--- src/dts_pkg.sv ---
package dts_pkg;

    // ****************************************************************
    // Register offsets (byte addresses on the word bus)
    // ****************************************************************
    localparam logic [7:0] TRACE_CONTROL_OFF = 8'h22;
    localparam logic [7:0] MATCH_FLAG_OFF = 8'h27;
    localparam logic [7:0] DEBUG_CONTROL_OFF = 8'h20;
    localparam logic [7:0] DEBUG_STATUS_OFF = 8'h21;
    localparam logic [7:0] STATE3_CTRL_OFF = 8'h24;
    localparam logic [7:0] PAGE_SELECT_OFF = 8'h26;
    localparam logic [7:0] COMP_WINDOW_OFF = 8'h28;
    localparam logic [7:0] COMP_WINDOW_END = 8'h2F;

    // ****************************************************************
    // Field positions and reset values
    // ****************************************************************
    localparam int TC_RSVD_BIT = 7;
    localparam int TC_SOURCE_BIT = 6;
    localparam int TC_RANGE_LSB = 4;
    localparam int TC_MODE_LSB = 2;
    localparam int TC_ALIGN_LSB = 0;
    localparam int DC_ARM_BIT = 7;
    localparam int DC_IMMEDIATE_TRIGGER_BIT = 6;
    localparam int DC_BRK_BIT = 4;
    localparam int CMP_ENABLE_BIT = 0;
    localparam int CMP_RANGE_BIT = 1;
    localparam logic [7:0] TRACE_CONTROL_RST = 8'h00;
    localparam logic [7:0] DEBUG_CONTROL_RST = 8'h00;
    localparam logic [3:0] STATE3_CTRL_RST = 4'h0;
    localparam logic [1:0] PAGE_MATCH_FLAGS = 2'h3;
    localparam logic [1:0] TRACE_COMPLETE_CYCLES = 2'h3;

    // ****************************************************************
    // Encodings
    // ****************************************************************
    typedef enum logic [2:0] {
        DTS_ST_DISARMED = 3'h0,
        DTS_ST_ONE = 3'h1,
        DTS_ST_TWO = 3'h2,
        DTS_ST_THREE = 3'h3,
        DTS_ST_FINAL = 3'h4
    } dts_state_t;

    typedef enum logic [1:0] {
        DTS_ALIGN_BEGIN = 2'h0,
        DTS_ALIGN_END = 2'h1,
        DTS_ALIGN_MID = 2'h2,
        DTS_ALIGN_RSVD = 2'h3
    } dts_align_t;

    typedef enum logic [1:0] {
        DTS_MODE_NORMAL = 2'h0,
        DTS_MODE_LOOP_SUPPRESS = 2'h1,
        DTS_MODE_DETAIL = 2'h2,
        DTS_MODE_RSVD = 2'h3
    } dts_mode_t;

    typedef struct packed {
        logic cyc;
        logic stb;
        logic we;
        logic [7:0] adr;
        logic [3:0] sel;
        logic [31:0] dat;
    } dts_wb_req_t;

    typedef struct packed {
        logic [15:0] addr;
        logic [15:0] data;
        logic valid;
        logic exec;
    } dts_core_bus_t;

endpackage : dts_pkg

--- src/dts_comp_bank.sv ---
`timescale 1ns/100ps
// ********************************************************************
// Comparator register banks: four 8-byte windows, registered read data
// ********************************************************************
module dts_comp_bank #(
    parameter int CHANNELS = 4
) (
    input wire logic sys_clk,
    input wire logic reset_n,
    input wire logic wr_en,
    input wire logic [1:0] wr_chan,
    input wire logic [2:0] wr_byte,
    input wire logic [7:0] wr_data,
    input wire logic [1:0] rd_chan,
    input wire logic [2:0] rd_byte,
    output logic [7:0] rd_data_ff,
    output logic [CHANNELS*64-1:0] banks
);
    logic [7:0] mem_ff [CHANNELS][8];

    always_ff @(posedge sys_clk or negedge reset_n) begin
        if (!reset_n) begin
            for (int c = 0; c < CHANNELS; c++) begin
                for (int b = 0; b < 8; b++) begin
                    mem_ff[c][b] <= 8'h00;
                end
            end
            rd_data_ff <= 8'h00;
        end else begin
            if (wr_en) begin
                mem_ff[wr_chan][wr_byte] <= wr_data;
            end
            rd_data_ff <= mem_ff[rd_chan][rd_byte];
        end
    end

    always_comb begin
        for (int c = 0; c < CHANNELS; c++) begin
            for (int b = 0; b < 8; b++) begin
                banks[c*64+b*8 +: 8] = mem_ff[c][b];
            end
        end
    end
endmodule : dts_comp_bank

--- src/dts_comparators.sv ---
`timescale 1ns/100ps
// ********************************************************************
// Address comparators with range pairing of channels 0 and 2
// ********************************************************************
module dts_comparators #(
    parameter int CHANNELS = 4
) (
    input wire logic sys_clk,
    input wire logic reset_n,
    input wire logic [CHANNELS*64-1:0] banks,
    input wire dts_pkg::dts_core_bus_t core,
    output logic [3:0] match_ff,
    output logic [3:0] in_range_ff
);
    logic [3:0] hit;
    logic [3:0] en;
    logic range_mode;
    logic [3:0] raw;

    // Byte 0 control, bytes 1..2 address high/low
    function automatic logic [15:0] cmp_addr(input logic [63:0] b);
        cmp_addr = {b[15:8], b[23:16]};
    endfunction : cmp_addr

    always_comb begin
        for (int c = 0; c < 4; c++) begin
            en[c] = banks[c*64 + dts_pkg::CMP_ENABLE_BIT];
            hit[c] = core.valid && core.addr == cmp_addr(banks[c*64 +: 64]);
        end
    end

    assign range_mode = banks[dts_pkg::CMP_RANGE_BIT];
    // Range hit uses A as low bound and C as high bound
    wire range_hit = core.valid && core.addr >= cmp_addr(banks[0 +: 64])
        && core.addr <= cmp_addr(banks[128 +: 64]);

    always_comb begin
        raw = hit & en;
        if (range_mode) begin
            raw[0] = range_hit && en[0];
            raw[2] = 1'b0;
        end
    end

    always_ff @(posedge sys_clk or negedge reset_n) begin
        if (!reset_n) begin
            match_ff <= 4'h0;
            in_range_ff <= 4'h0;
        end else begin
            match_ff <= raw;
            in_range_ff <= {2'b00, range_hit, range_hit};
        end
    end
endmodule : dts_comparators

--- src/dts_trigger_sequencer.sv ---
// The Wishbone slave port was decided locally.
`timescale 1ns/100ps
// ********************************************************************
// Notes on behaviour
// Final state is reported as code 100; 101, 110, 111 reserved.
// Bits 7:6 writable only unsecured and disarmed; bits 5:0 when disarmed.
// Software keeps trace control bit 7 cleared.
// Source bit enables tracing; cannot be set while secured, tracing inhibited.
// Range bits filter detail tracing; range comparators keep compare enable clear.
// Mode bits pick normal, loop suppress or detail storage; loop suppress stores exactly as normal does, on core_tag_hit.
// Alignment bits put the trigger at begin, end or middle.
// State-3 codes 0010 to 0110 decode as listed.
// State-3 codes 0111 to 1010 decode as listed.
// Codes 1011 to 1101 decode as listed; 1110 and 1111 do nothing.
// Lower channel wins; a match leading to final wins over all.
// Match flags at 0x27 only when page select is 11; read only.
// Match flags set per channel in session, cleared only by arming.
// Each comparator bank is an 8-byte window.
// Forced comparator match advances at once and sets flags.
// Tagged matches act when the core reports a tag hit.
// Immediate trigger goes final (begin, mid) or disarms (end).
// Breakpoint request immediate at end alignment, else after tracing completes.
// Only the highest priority coincident trigger acts.
// Range mode: A and C together give match0, match2 suppressed.
// Hardware disarm beats a simultaneous arm write.
// Reserved state codes are never loaded.
// ********************************************************************
module dts_trigger_sequencer #(
    parameter int CHANNELS = 4
) (
    input wire logic sys_clk,
    input wire logic reset_n,
    input wire logic wb_cyc_i,
    input wire logic wb_stb_i,
    input wire logic wb_we_i,
    input wire logic [7:0] wb_adr_i,
    input wire logic [3:0] wb_sel_i,
    input wire logic [31:0] wb_dat_i,
    output logic [31:0] wb_dat_o_ff,
    output logic wb_ack_o_ff,
    input wire logic secured,
    input wire logic [15:0] core_addr,
    input wire logic [15:0] core_data,
    input wire logic core_valid,
    input wire logic core_tag_hit,
    output logic [3:0] tag_req_ff,
    output logic trace_enable_ff,
    output logic trace_store_ff,
    output logic breakpoint_req_ff,
    output logic armed_ff
);
    // ****************************************************************
    // Bus decode
    // ****************************************************************
    dts_pkg::dts_core_bus_t core;
    assign core = '{addr: core_addr, data: core_data, valid: core_valid, exec: core_tag_hit};

    wire bus_req = wb_cyc_i && wb_stb_i && !wb_ack_o_ff;
    wire bus_wr = bus_req && wb_we_i && wb_sel_i[0];
    wire [7:0] wdat = wb_dat_i[7:0];
    wire sel_tc = wb_adr_i == dts_pkg::TRACE_CONTROL_OFF;
    wire sel_dc = wb_adr_i == dts_pkg::DEBUG_CONTROL_OFF;
    wire sel_sr = wb_adr_i == dts_pkg::DEBUG_STATUS_OFF;
    wire sel_s3 = wb_adr_i == dts_pkg::STATE3_CTRL_OFF;
    wire sel_pg = wb_adr_i == dts_pkg::PAGE_SELECT_OFF;
    wire sel_mf = wb_adr_i == dts_pkg::MATCH_FLAG_OFF;
    wire sel_cmp = wb_adr_i >= dts_pkg::COMP_WINDOW_OFF && wb_adr_i <= dts_pkg::COMP_WINDOW_END;

    // ****************************************************************
    // Registers
    // ****************************************************************
    logic [7:0] trace_control_ff;
    logic [7:0] nxt_trace_control;
    logic [3:0] next_state_code_ff;
    logic [1:0] comparator_page_select_ff;
    logic [3:0] match_flag_ff;
    logic [3:0] nxt_match_flag;
    logic breakpoint_enable_ff;
    dts_pkg::dts_state_t state_ff;
    dts_pkg::dts_state_t nxt_state;
    logic nxt_armed;
    logic pending_brk_ff;
    logic [1:0] complete_cnt_ff;
    logic [3:0] tagged_ff;

    wire [1:0] trace_range_select = trace_control_ff[dts_pkg::TC_RANGE_LSB +: 2];
    wire [1:0] trace_mode_select = trace_control_ff[dts_pkg::TC_MODE_LSB +: 2];
    wire [1:0] trigger_alignment = trace_control_ff[dts_pkg::TC_ALIGN_LSB +: 2];
    wire trace_source_enable = trace_control_ff[dts_pkg::TC_SOURCE_BIT];
    wire align_end = trigger_alignment == dts_pkg::DTS_ALIGN_END;

    // upper bits guarded by secure and arm, lower by arm only
    always_comb begin
        nxt_trace_control = trace_control_ff;
        if (bus_wr && sel_tc && !armed_ff) begin
            nxt_trace_control[5:0] = wdat[5:0];
            if (!secured) begin
                nxt_trace_control[7:6] = wdat[7:6];
            end
        end
        if (secured) begin
            nxt_trace_control[dts_pkg::TC_SOURCE_BIT] = 1'b0;
        end
    end

    // ****************************************************************
    // Comparators and their register windows
    // ****************************************************************
    logic [CHANNELS*64-1:0] banks;
    logic [7:0] cmp_rd;
    logic [3:0] match;
    logic [3:0] in_range;

    dts_comp_bank #(.CHANNELS(CHANNELS)) u_bank (
        .sys_clk(sys_clk),
        .reset_n(reset_n),
        .wr_en(bus_wr && sel_cmp && !armed_ff),
        .wr_chan(comparator_page_select_ff),
        .wr_byte(wb_adr_i[2:0]),
        .wr_data(wdat),
        .rd_chan(comparator_page_select_ff),
        .rd_byte(wb_adr_i[2:0]),
        .rd_data_ff(cmp_rd),
        .banks(banks)
    );

    dts_comparators #(.CHANNELS(CHANNELS)) u_cmp (
        .sys_clk(sys_clk),
        .reset_n(reset_n),
        .banks(banks),
        .core(core),
        .match_ff(match),
        .in_range_ff(in_range)
    );

    // Control byte bit 3 selects tagged instead of forced matching
    function automatic logic is_tagged(input logic [CHANNELS*64-1:0] b, input int c);
        is_tagged = b[c*64 + 3];
    endfunction : is_tagged

    // ****************************************************************
    // Trigger resolution
    // ****************************************************************
    logic [3:0] forced;
    logic [3:0] eff;
    always_comb begin
        for (int c = 0; c < 4; c++) begin
            forced[c] = match[c] && !is_tagged(banks, c);
            eff[c] = forced[c] || (tagged_ff[c] && core_tag_hit);
        end
    end

    // Target of one channel in state 3; DISARMED means no effect
    function automatic dts_pkg::dts_state_t s3_target(input logic [3:0] sc, input int ch);
        s3_target = dts_pkg::DTS_ST_DISARMED;
        case (sc)
            4'h2: s3_target = dts_pkg::DTS_ST_FINAL;
            4'h3: if (ch == 0) s3_target = dts_pkg::DTS_ST_ONE;
            4'h4: if (ch == 0) s3_target = dts_pkg::DTS_ST_TWO;
            4'h5: if (ch == 0) s3_target = dts_pkg::DTS_ST_FINAL;
                else if (ch == 1) s3_target = dts_pkg::DTS_ST_ONE;
            4'h6: if (ch == 1) s3_target = dts_pkg::DTS_ST_ONE;
            4'h7: if (ch == 1) s3_target = dts_pkg::DTS_ST_TWO;
            4'h8: if (ch == 1) s3_target = dts_pkg::DTS_ST_FINAL;
            4'h9: if (ch == 2) s3_target = dts_pkg::DTS_ST_TWO;
                else if (ch == 0) s3_target = dts_pkg::DTS_ST_FINAL;
            4'hA: if (ch == 1) s3_target = dts_pkg::DTS_ST_ONE;
                else if (ch == 3) s3_target = dts_pkg::DTS_ST_TWO;
            4'hB: if (ch == 3) s3_target = dts_pkg::DTS_ST_TWO;
                else if (ch == 1) s3_target = dts_pkg::DTS_ST_FINAL;
            4'hC: if (ch == 2) s3_target = dts_pkg::DTS_ST_FINAL;
            4'hD: if (ch == 3) s3_target = dts_pkg::DTS_ST_FINAL;
            default: s3_target = dts_pkg::DTS_ST_DISARMED;
        endcase
    endfunction : s3_target

    // Final wins, else lowest channel; higher-channel triggers are dropped
    dts_pkg::dts_state_t s3_pick;
    logic s3_final;
    always_comb begin
        s3_pick = dts_pkg::DTS_ST_DISARMED;
        s3_final = 1'b0;
        for (int c = 3; c >= 0; c--) begin
            if (eff[c] && s3_target(next_state_code_ff, c) != dts_pkg::DTS_ST_DISARMED) begin
                s3_pick = s3_target(next_state_code_ff, c);
            end
        end
        for (int c = 0; c < 4; c++) begin
            if (eff[c] && s3_target(next_state_code_ff, c) == dts_pkg::DTS_ST_FINAL) begin
                s3_final = 1'b1;
            end
        end
        if (s3_final) begin
            s3_pick = dts_pkg::DTS_ST_FINAL;
        end
    end

    // ****************************************************************
    // State sequencer
    // ****************************************************************
    wire immediate_trigger_wr = bus_wr && sel_dc && wdat[dts_pkg::DC_IMMEDIATE_TRIGGER_BIT] && armed_ff;
    wire arm_wr = bus_wr && sel_dc && wdat[dts_pkg::DC_ARM_BIT];
    wire trace_done = state_ff == dts_pkg::DTS_ST_FINAL
        && complete_cnt_ff == dts_pkg::TRACE_COMPLETE_CYCLES;
    logic hw_disarm;

    always_comb begin
        nxt_state = state_ff;
        hw_disarm = 1'b0;
        case (state_ff)
            dts_pkg::DTS_ST_DISARMED: begin
                if (arm_wr) nxt_state = dts_pkg::DTS_ST_ONE;
            end
            dts_pkg::DTS_ST_ONE, dts_pkg::DTS_ST_TWO: begin
                // Simple chain: channel 0 advances one step
                if (immediate_trigger_wr) nxt_state = dts_pkg::DTS_ST_FINAL;
                else if (eff[0]) nxt_state = state_ff == dts_pkg::DTS_ST_ONE ?
                    dts_pkg::DTS_ST_TWO : dts_pkg::DTS_ST_THREE;
            end
            dts_pkg::DTS_ST_THREE: begin
                if (immediate_trigger_wr) nxt_state = dts_pkg::DTS_ST_FINAL;
                else if (s3_pick != dts_pkg::DTS_ST_DISARMED) nxt_state = s3_pick;
            end
            dts_pkg::DTS_ST_FINAL: begin
                if (trace_done) hw_disarm = 1'b1;
            end
            default: nxt_state = dts_pkg::DTS_ST_DISARMED;
        endcase
        if (immediate_trigger_wr && align_end) hw_disarm = 1'b1;
        if (immediate_trigger_wr && !align_end && state_ff != dts_pkg::DTS_ST_DISARMED) begin
            nxt_state = dts_pkg::DTS_ST_FINAL;
        end
        if (hw_disarm) nxt_state = dts_pkg::DTS_ST_DISARMED;
        nxt_armed = hw_disarm ? 1'b0 : (armed_ff || arm_wr);
        if (bus_wr && sel_dc && !wdat[dts_pkg::DC_ARM_BIT] && !hw_disarm) begin
            nxt_armed = 1'b0;
            nxt_state = dts_pkg::DTS_ST_DISARMED;
        end
    end

    // set wins, cleared only by an arming write
    always_comb begin
        nxt_match_flag = match_flag_ff;
        if (arm_wr && !armed_ff) nxt_match_flag = 4'h0;
        if (armed_ff) nxt_match_flag = nxt_match_flag | eff;
    end

    // ****************************************************************
    // Read mux
    // ****************************************************************
    wire [7:0] status_byte = {5'h00, state_ff};
    logic [7:0] rd_byte;
    logic rd_cmp;
    always_comb begin
        rd_byte = 8'h00;
        if (sel_tc) rd_byte = trace_control_ff;
        else if (sel_dc) rd_byte = {armed_ff, 2'b00, breakpoint_enable_ff, 4'h0};
        else if (sel_sr) rd_byte = status_byte;
        else if (sel_s3) rd_byte = {4'h0, next_state_code_ff};
        else if (sel_pg) rd_byte = {6'h00, comparator_page_select_ff};
        else if (sel_mf && comparator_page_select_ff == dts_pkg::PAGE_MATCH_FLAGS) begin
            rd_byte = {4'h0, match_flag_ff};
        end
    end

    // ****************************************************************
    // Flops
    // ****************************************************************
    always_ff @(posedge sys_clk or negedge reset_n) begin
        if (!reset_n) begin
            trace_control_ff <= dts_pkg::TRACE_CONTROL_RST;
            next_state_code_ff <= dts_pkg::STATE3_CTRL_RST;
            comparator_page_select_ff <= 2'h0;
            breakpoint_enable_ff <= 1'b0;
            state_ff <= dts_pkg::DTS_ST_DISARMED;
            armed_ff <= 1'b0;
            match_flag_ff <= 4'h0;
            tagged_ff <= 4'h0;
            complete_cnt_ff <= 2'h0;
            pending_brk_ff <= 1'b0;
            breakpoint_req_ff <= 1'b0;
            wb_ack_o_ff <= 1'b0;
            rd_cmp <= 1'b0;
            wb_dat_o_ff <= 32'h0000_0000;
        end else begin
            trace_control_ff <= nxt_trace_control;
            if (bus_wr && sel_s3 && !armed_ff) next_state_code_ff <= wdat[3:0];
            if (bus_wr && sel_pg) comparator_page_select_ff <= wdat[1:0];
            if (bus_wr && sel_dc && !armed_ff) breakpoint_enable_ff <= wdat[dts_pkg::DC_BRK_BIT];
            state_ff <= nxt_state;
            armed_ff <= nxt_armed;
            match_flag_ff <= nxt_match_flag;
            // tag on opcode match, consumed by the tag hit
            tagged_ff <= (core_tag_hit ? 4'h0 : tagged_ff) | (match & {
                is_tagged(banks, 3), is_tagged(banks, 2), is_tagged(banks, 1),
                is_tagged(banks, 0)});
            complete_cnt_ff <= state_ff == dts_pkg::DTS_ST_FINAL ? complete_cnt_ff + 2'h1 : 2'h0;
            if (immediate_trigger_wr && breakpoint_enable_ff && !align_end) pending_brk_ff <= 1'b1;
            else if (trace_done) pending_brk_ff <= 1'b0;
            breakpoint_req_ff <= breakpoint_enable_ff && ((immediate_trigger_wr && align_end)
                || (pending_brk_ff && trace_done));
            wb_ack_o_ff <= bus_req;
            rd_cmp <= bus_req && sel_cmp;
            if (bus_req) wb_dat_o_ff <= {24'h000000, rd_byte};
            else if (rd_cmp) wb_dat_o_ff <= {24'h000000, cmp_rd};
        end
    end

    // ****************************************************************
    // Trace control outputs
    // ****************************************************************
    wire range_ok = trace_range_select == 2'h0 || in_range[0];
    logic store;
    always_comb begin
        case (trace_mode_select)
            dts_pkg::DTS_MODE_DETAIL: store = core_valid && range_ok;
            dts_pkg::DTS_MODE_NORMAL, dts_pkg::DTS_MODE_LOOP_SUPPRESS: store = core_tag_hit;
            default: store = 1'b0;
        endcase
    end

    always_ff @(posedge sys_clk or negedge reset_n) begin
        if (!reset_n) begin
            trace_enable_ff <= 1'b0;
            trace_store_ff <= 1'b0;
            tag_req_ff <= 4'h0;
        end else begin
            trace_enable_ff <= armed_ff && trace_source_enable && !secured;
            // begin alignment blocks storing only in the final-state cycle where trace_done is set
            trace_store_ff <= armed_ff && trace_source_enable && !secured && store
                && !(trigger_alignment == dts_pkg::DTS_ALIGN_BEGIN
                     && state_ff == dts_pkg::DTS_ST_FINAL && trace_done);
            tag_req_ff <= match & {4{armed_ff}};
        end
    end
endmodule : dts_trigger_sequencer

--- config.mk ---
export PLATFORM = sky130hd
export DESIGN_NAME = dts_trigger_sequencer
export DESIGN_NICKNAME = d
export VERILOG_FILES = /design/src/dts_pkg.sv /design/src/dts_comp_bank.sv /design/src/dts_comparators.sv /design/src/dts_trigger_sequencer.sv
export SDC_FILE = /design/constraint.sdc
export NUM_CORES = 1
export LEC_CHECK = 0
export ABC_AREA = 1
export BUFFER_PORTS_ARGS = -buffer_cell sky130_fd_sc_hd__buf_4
export CORE_AREA = 2 2 140 210
export DETAILED_ROUTE_END_ITERATION = 16
export DIE_AREA = 0 0 142 212
export GPL_TIMING_DRIVEN = 0
export PLACE_DENSITY = 0.73
export SYNTH_ARGS = -nofsm -noshare
export SYNTH_HDL_FRONTEND = slang
export SYNTH_SLANG_ARGS = --single-unit
--- constraint.sdc ---
create_clock -name sys_clk -period 5.09 [get_ports sys_clk]
set_input_delay 1.018 -clock sys_clk [delete_from_list [all_inputs] [get_ports sys_clk]]
set_output_delay 1.018 -clock sys_clk [all_outputs]
set_load 0.01 [all_outputs]
# Word-level counts from Yosys, hierarchy flattened
# Index checks and enable logic that the tools add are counted.
[totals] regBits=340 output_inout_bits=41
[classes] eq_ne=39 order_cmp=8 reduce_logical=103 bitwise=8 add_sub_neg=1 muxes=58
[op_table] operator="$bwmux W256" n=1
[op_table] operator="$mux W64" n=3
[op_table] operator="$bmux W64 S2" n=1
[op_table] operator="$demux W64 S2" n=1
[op_table] operator="$eq A16 B16 Y1" n=4
[op_table] operator="$mux W32" n=2
[op_table] operator="$logic_and A1 B1 Y1" n=62
[op_table] operator="$eq A8 B6 Y1 const B" n=6
[op_table] operator="$mux W8" n=5
[op_table] operator="$mux W3" n=13
[op_table] operator="$mux W4" n=7
[op_table] operator="$bmux W8 S3" n=1
[op_table] operator="$demux W8 S3" n=1
[op_table] operator="$eq A4 B4 Y1 const B" n=6
[op_table] operator="$pmux W3 S3" n=2
[op_table] operator="$reduce_bool A3 Y1" n=6
[op_table] operator="$eq A4 B3 Y1 const B" n=4
[op_table] operator="$ge A16 B16 Y1" n=1
[op_table] operator="$le A16 B16 Y1" n=1
[op_table] operator="$eq A3 B3 Y1 const B" n=5
[op_table] operator="$mux W1" n=15
[op_table] operator="$and A4 B4 Y4" n=3
[op_table] operator="$ne A6 B6 Y1 const B" n=2
[op_table] operator="$pmux W3 S2" n=2
[op_table] operator="31 further kinds" n=63

# Depth between registers and ports, before layout
[depth] word_depth=17 mapped_depth=14 depth_no_buf=14

# Cells and area by module
# From an unflattened synthesis, not the netlist that was laid out.
[hier_totals] hier_cells=2132 hier_area_um2=16375.7
[modules_own_cells] mod="dts_comp_bank" n_inst=1 area_per_inst_um2=11989.0 seq_area_each_um2=6606.3 cells_per_inst=1504
[modules_own_cells] mod="dts_trigger_sequencer" n_inst=1 area_per_inst_um2=2885.3 seq_area_each_um2=1176.1 cells_per_inst=396
[modules_own_cells] mod="dts_comparators" n_inst=1 area_per_inst_um2=1501.4 seq_area_each_um2=125.1 cells_per_inst=232

# Worst setup path after synthesis
# No wires, ideal clock.
[synth_path] path_kind="input to register" start="input port wb_adr_i[2]" end="register state_ff[0]" required_time_ns=4.973 arrival_ns=2.301 slack_ns=2.672 n_path_buf=1 path_stages=14 path_cell_list="buf_2 > nor2_1 > nand2_1 > nor2_1 > nand2_1 > inv_1 > nand2_1 > inv_1 > nand2_1 > nand3_1 > o21a_1 > nand2_1 > nand2_1 > nand2_1"
[synth_via] elab_chain_cells=10 elab_cells_between_ends=23
[synth_lines] element="from (decl)" line_no="dts_trigger_sequencer.sv:36" source="input wire logic [7:0] wb_adr_i,"
[synth_lines] element="$eq A8 B6 Y1 (*)" line_no="dts_trigger_sequencer.sv:62" source="wire sel_dc = wb_adr_i == dts_pkg::DEBUG_CONTROL_OFF;"
[synth_lines] element="$logic_and A1 B1 Y1 (*)" line_no="dts_trigger_sequencer.sv:201, dts_trigger_sequencer.sv:202, dts_trigger_sequencer.sv:235"
[synth_lines] element="$logic_and A1 B1 Y1 (2 in a row)" line_no="dts_trigger_sequencer.sv:201" source="wire immediate_trigger_wr = bus_wr && sel_dc && wdat[dts_pkg::DC_IMMEDIATE_TRIGGER_BIT] && armed_ff;"
[synth_lines] element="$logic_and A1 B1 Y1" line_no="dts_trigger_sequencer.sv:229" source="if (immediate_trigger_wr && align_end) hw_disarm = 1'b1;"
[synth_lines] element="$mux W1" line_no="dts_trigger_sequencer.sv:229"
[synth_lines] element="$logic_not A1 Y1" line_no="dts_trigger_sequencer.sv:235" source="if (bus_wr && sel_dc && !wdat[dts_pkg::DC_ARM_BIT] && !hw_disarm) begin"
[synth_lines] element="$logic_and A1 B1 Y1" line_no="dts_trigger_sequencer.sv:235"
[synth_lines] element="$ne A6 B6 Y1 (no line) (tied with other cells)"
[synth_lines] element="$reduce_and A4 Y1 (no line)"
[synth_lines] element="to (signal assigned)" line_no="dts_trigger_sequencer.sv:275" source="state_ff <= dts_pkg::DTS_ST_DISARMED;"
[synth_lines] element="to (signal assigned)" line_no="dts_trigger_sequencer.sv:290" source="state_ff <= nxt_state;"
[synth_lines] element="to (decl)" line_no="dts_trigger_sequencer.sv:79" source="dts_pkg::dts_state_t state_ff;"
# Every way passes the cells marked *; elsewhere a longest branch is shown, timed or not.
# A chain may end at the register's enable or synchronous reset.

# Worst setup path in the final report
[layout_path] start="register comparator_page_select_ff[1]" end="register u_bank.rd_data_ff[1]"
[layout_via] elab_chain_cells=7
[layout_lines] element="from (decl)" line_no="dts_trigger_sequencer.sv:75" source="logic [1:0] comparator_page_select_ff;"
[layout_lines] element="from (signal assigned)" line_no="dts_trigger_sequencer.sv:288" source="if (bus_wr && sel_pg) comparator_page_select_ff <= wdat[1:0];"
[layout_lines] element="$not A2 Y3 (implied by the code)" line_no="dts_comp_bank.sv:33" source="rd_data_ff <= mem_ff[rd_chan][rd_byte];"
[layout_lines] element="$bmux W64 S2" line_no="dts_comp_bank.sv:33"
[layout_lines] element="$mux W64 (implied by the code) (2 in a row)" line_no="dts_comp_bank.sv:33"
[layout_lines] element="$bmux W8 S3" line_no="dts_comp_bank.sv:33"
[layout_lines] element="$mux W8 (implied by the code) (2 in a row)" line_no="dts_comp_bank.sv:33"
[layout_lines] element="to (signal assigned)" line_no="dts_comp_bank.sv:33"
[layout_lines] element="to (decl)" line_no="dts_comp_bank.sv:16" source="output logic [7:0] rd_data_ff,"
# Every way passes these cells. The select of a mux whose other input is x is not followed.

==> results.toml <==
[clocking]
cts_buffer_depth = 3
htree_levels = 1
ctsHoldBuffers = 0
cts_tree = "built"
clk_latency_ns = 0.58
post_cts.repair.setup_buffers = 0
cts.sinks = 316
post_cts_resized = 0
cts-root-buf = "clkbuf_16"
cts_buffers = 31
clkTransAtPathRegs_ns = 0.07

[synthesis]
ys_ff_latch = 316
synth-edff-count = 0
synth.area.top_cells = "dfrtp_1 (51%), nand2_1 (11%), o21ai_0 (10%), nand3_1 (4.8%), inv_1 (3.5%)"
synth_area_sq_um = 15400
dominantRegCellSynth = "dfrtp_1"
synth_area_leader_cell = "dfrtp_1"
synthCells = 1823
ys_seq_area_share_pct = 51.5
async_reset_ff_share_pct = 100
ys_warn_count = 0
synth_top_area_share_pct = 51.5
syn_area_per_cell_sq_um = 8.42
yosys.cell_types.count = 38
synth_commonest_cells = "nand2_1 (435), o21ai_0 (317), dfrtp_1 (316)"
yosysMostFrequentCell = "nand2_1"

[outcome]
outcome = "complete, no violations"

[flow_run]
maxCapViolations = 0

[floorplanning]
die_w_microns = 142
die_area_sq_um = 30100
coreArea_sq_um = 28400
start_util_pct = 54.0
fp-row-count = 76
dieHeight_microns = 212
ios = 125

[drt]
vias = 14370
route.detailed.drc = 0
first_pass_iters = 6
wl_per_cell_microns = 24.0
postRouteAntennaNets = 0
drtIter0Drc = 1488
wl_microns = 55600
via_per_inst = 6.21

[place]
place_ws_ns = 1.57
finalWeightedCongestion = 1.03
hpwl_microns = 40800
place_inst = 2255
port_buffers = 56

[timing]
fin_crit_sh_pct = 62.6
maxSlewHeadroom_pct = 25.9
hold_ws_ns = 0.425
rsz0062_at_grt = "no"
hold_viol = 0
layout_setup_ws_ns = 1.90
worst_slew_pin_slew_ns = 1.10
maxSlewViolCount = 0
max_freq_ghz = 0.314
setup_viol = 0
finalCriticalPeriod_ns = 3.19
tns_ns = 0
skew_ns = 0.0125

[worst_setup_path]
critPathArrivalTime_ns = 3.58
crit_fanout = 10
startpoint_type = "flop"
critPathSlowestCell = "a21oi_1"
cp_top_family = "compound AO/OA/AOI/OAI gates"
endpoint_kind = "flop"
ff2ff_path_depth = 7
critPathKind = "flop to flop"
path_cells = "inv_1, nor2_1, clkbuf_1, a22oi_1, a31oi_1, nor3_1, a21oi_1"
cp.required_ns = 5.48
path_buf_inv = 2
path_depth = 7
cpPeakStageDelay_ns = 0.73

[global_routing]
grt_pass1_wl_microns = 82600
overflow = 0
grt_pass1_vias = 13862
antenna_found_initial = 4
grt_max_degree = 123
grtUsageTotal_pct = 37.3

[pwr]
worst_ir_drop_vdd_mv = 0.275
leakage_nw = 7.86
powerDensity_nw_per_um2 = 315

[final_layout]
area_growth_pct = 13.9
utilization_pct = 61.5
diodes = 0
final_layout_size_suffix_gt1_share_pct = 9.38
num-nets-final = 2054
instances_no_fill = 2313

[worst_hold_path]
hp-class = "input pin to async pin"
-- registers in the layout, indices dropped and copies added, names as in the netlist, 2 cells and up --
register,count
comparator_page_select_ff,2
complete_cnt_ff,2
match_flag_ff,4
next_state_code_ff,4
state_ff,3
tag_req_ff,4
tagged_ff,4
trace_control_ff,8
u_bank.banks,256
u_bank.rd_data_ff,8
u_cmp.match_ff,4
wb_dat_o_ff,8
-- worst reg2reg max path: cells and delay by family, from the launching register on --
kind                   cells  cell delay (ns)
AOI/OAI and AO/OA          3             1.31
buffers and inverters      2             0.66
and+or+nand+nor            2             0.65
DFF                        1             0.37
-- layer usage --
layer	wire length, microns	GRT usage, %	up-vias
li1	-	-	6414
met1	19400	42.4	6901
met2	26100	60.5	793
met3	4040	5.99	254
met4	6060	33.0	8
met5	56	0	-
-- cell type report --
class	instances	area, sq um
Tap cell	351	439
Inverter	144	541
Buffer	126	611
Timing Repair Buffer	58	483
Sequential cell	316	7910
Fill cell	2522	10900
Clock inverter	15	241
Multi-Input combinational cell	1260	6380
Clock buffer	43	881
-- cell usage in the layout, fill, tap and decap left out, types with 3 or more instances in the layout --
| cell | n |
|---|---|
| o21ai_0 | 317 |
| nor4_1 | 14 |
| clkbuf_16 | 31 |
| nor2_4 | 7 |
| a21oi_1 | 44 |
| nand4_1 | 8 |
| dfrtp_1 | 316 |
| ha_1 | 33 |
| nand2_1 | 435 |
| buf_2 | 38 |
| clkbuf_8 | 6 |
| o21bai_1 | 3 |
| a22oi_1 | 55 |
| o221ai_1 | 5 |
| a221oi_1 | 8 |
| buf_4 | 79 |
| nor2_1 | 43 |
| inv_1 | 143 |
| nor3_1 | 15 |
| xor2_1 | 5 |
| o22ai_1 | 33 |
| o211ai_1 | 7 |
| o21a_1 | 3 |
| conb_1 | 24 |
| clkinv_2 | 4 |
| bufinv_16 | 6 |
| nand3_1 | 146 |
| clkbuf_1 | 68 |
| a31oi_1 | 39 |
-- final timing paths --
kind | startpoint | endpoint | slack, ns
min reg2reg | complete_cnt_ff[0]$_DFF_PN0_ | complete_cnt_ff[0]$_DFF_PN0_ | 0.43
max in group asynchronous | reset_n | u_bank.banks[205]$_DFFE_PN0P_ | 3.06
max | comparator_page_select_ff[1]$_DFFE_PN0P_ | u_bank.rd_data_ff[1]$_DFF_PN0_ | 1.90
max reg2reg | comparator_page_select_ff[1]$_DFFE_PN0P_ | u_bank.rd_data_ff[1]$_DFF_PN0_ | 1.90
min in group sys_clk | complete_cnt_ff[0]$_DFF_PN0_ | complete_cnt_ff[0]$_DFF_PN0_ | 0.43
min | reset_n | u_bank.banks[54]$_DFFE_PN0P_ | 0.43
-- cell families after synthesis --
family | Yosys count | share of synthesized area (%)
simple gates | 674 | 18.7
flops | 316 | 51.5
buf+inv | 270 | 7.50
fa+ha+maj | 33 | 2.69
other cells | 1 | 0.0244
xor+xnor | 7 | 0.399
compound gates | 522 | 19.2
-- power breakdown --
part	total, mW	internal [mW]	switching [mW]
clock	2.52	1.51	1.01
sequential	2.56	2.54	0.0233
combinational	0.424	0.127	0.297
total	5.51	4.18	1.33
-- through the flow --
stage | area [sq um] | power (mW)
finish | 17500 | 5.51
CTS | 17500 | 5.50
global route | 17500 | 5.66
floorplan | 15400 | 2.80
detailed placement | 16400 | 3.02
global placement | 16300 | 3.01
Power figures use the tool's default switching activity.
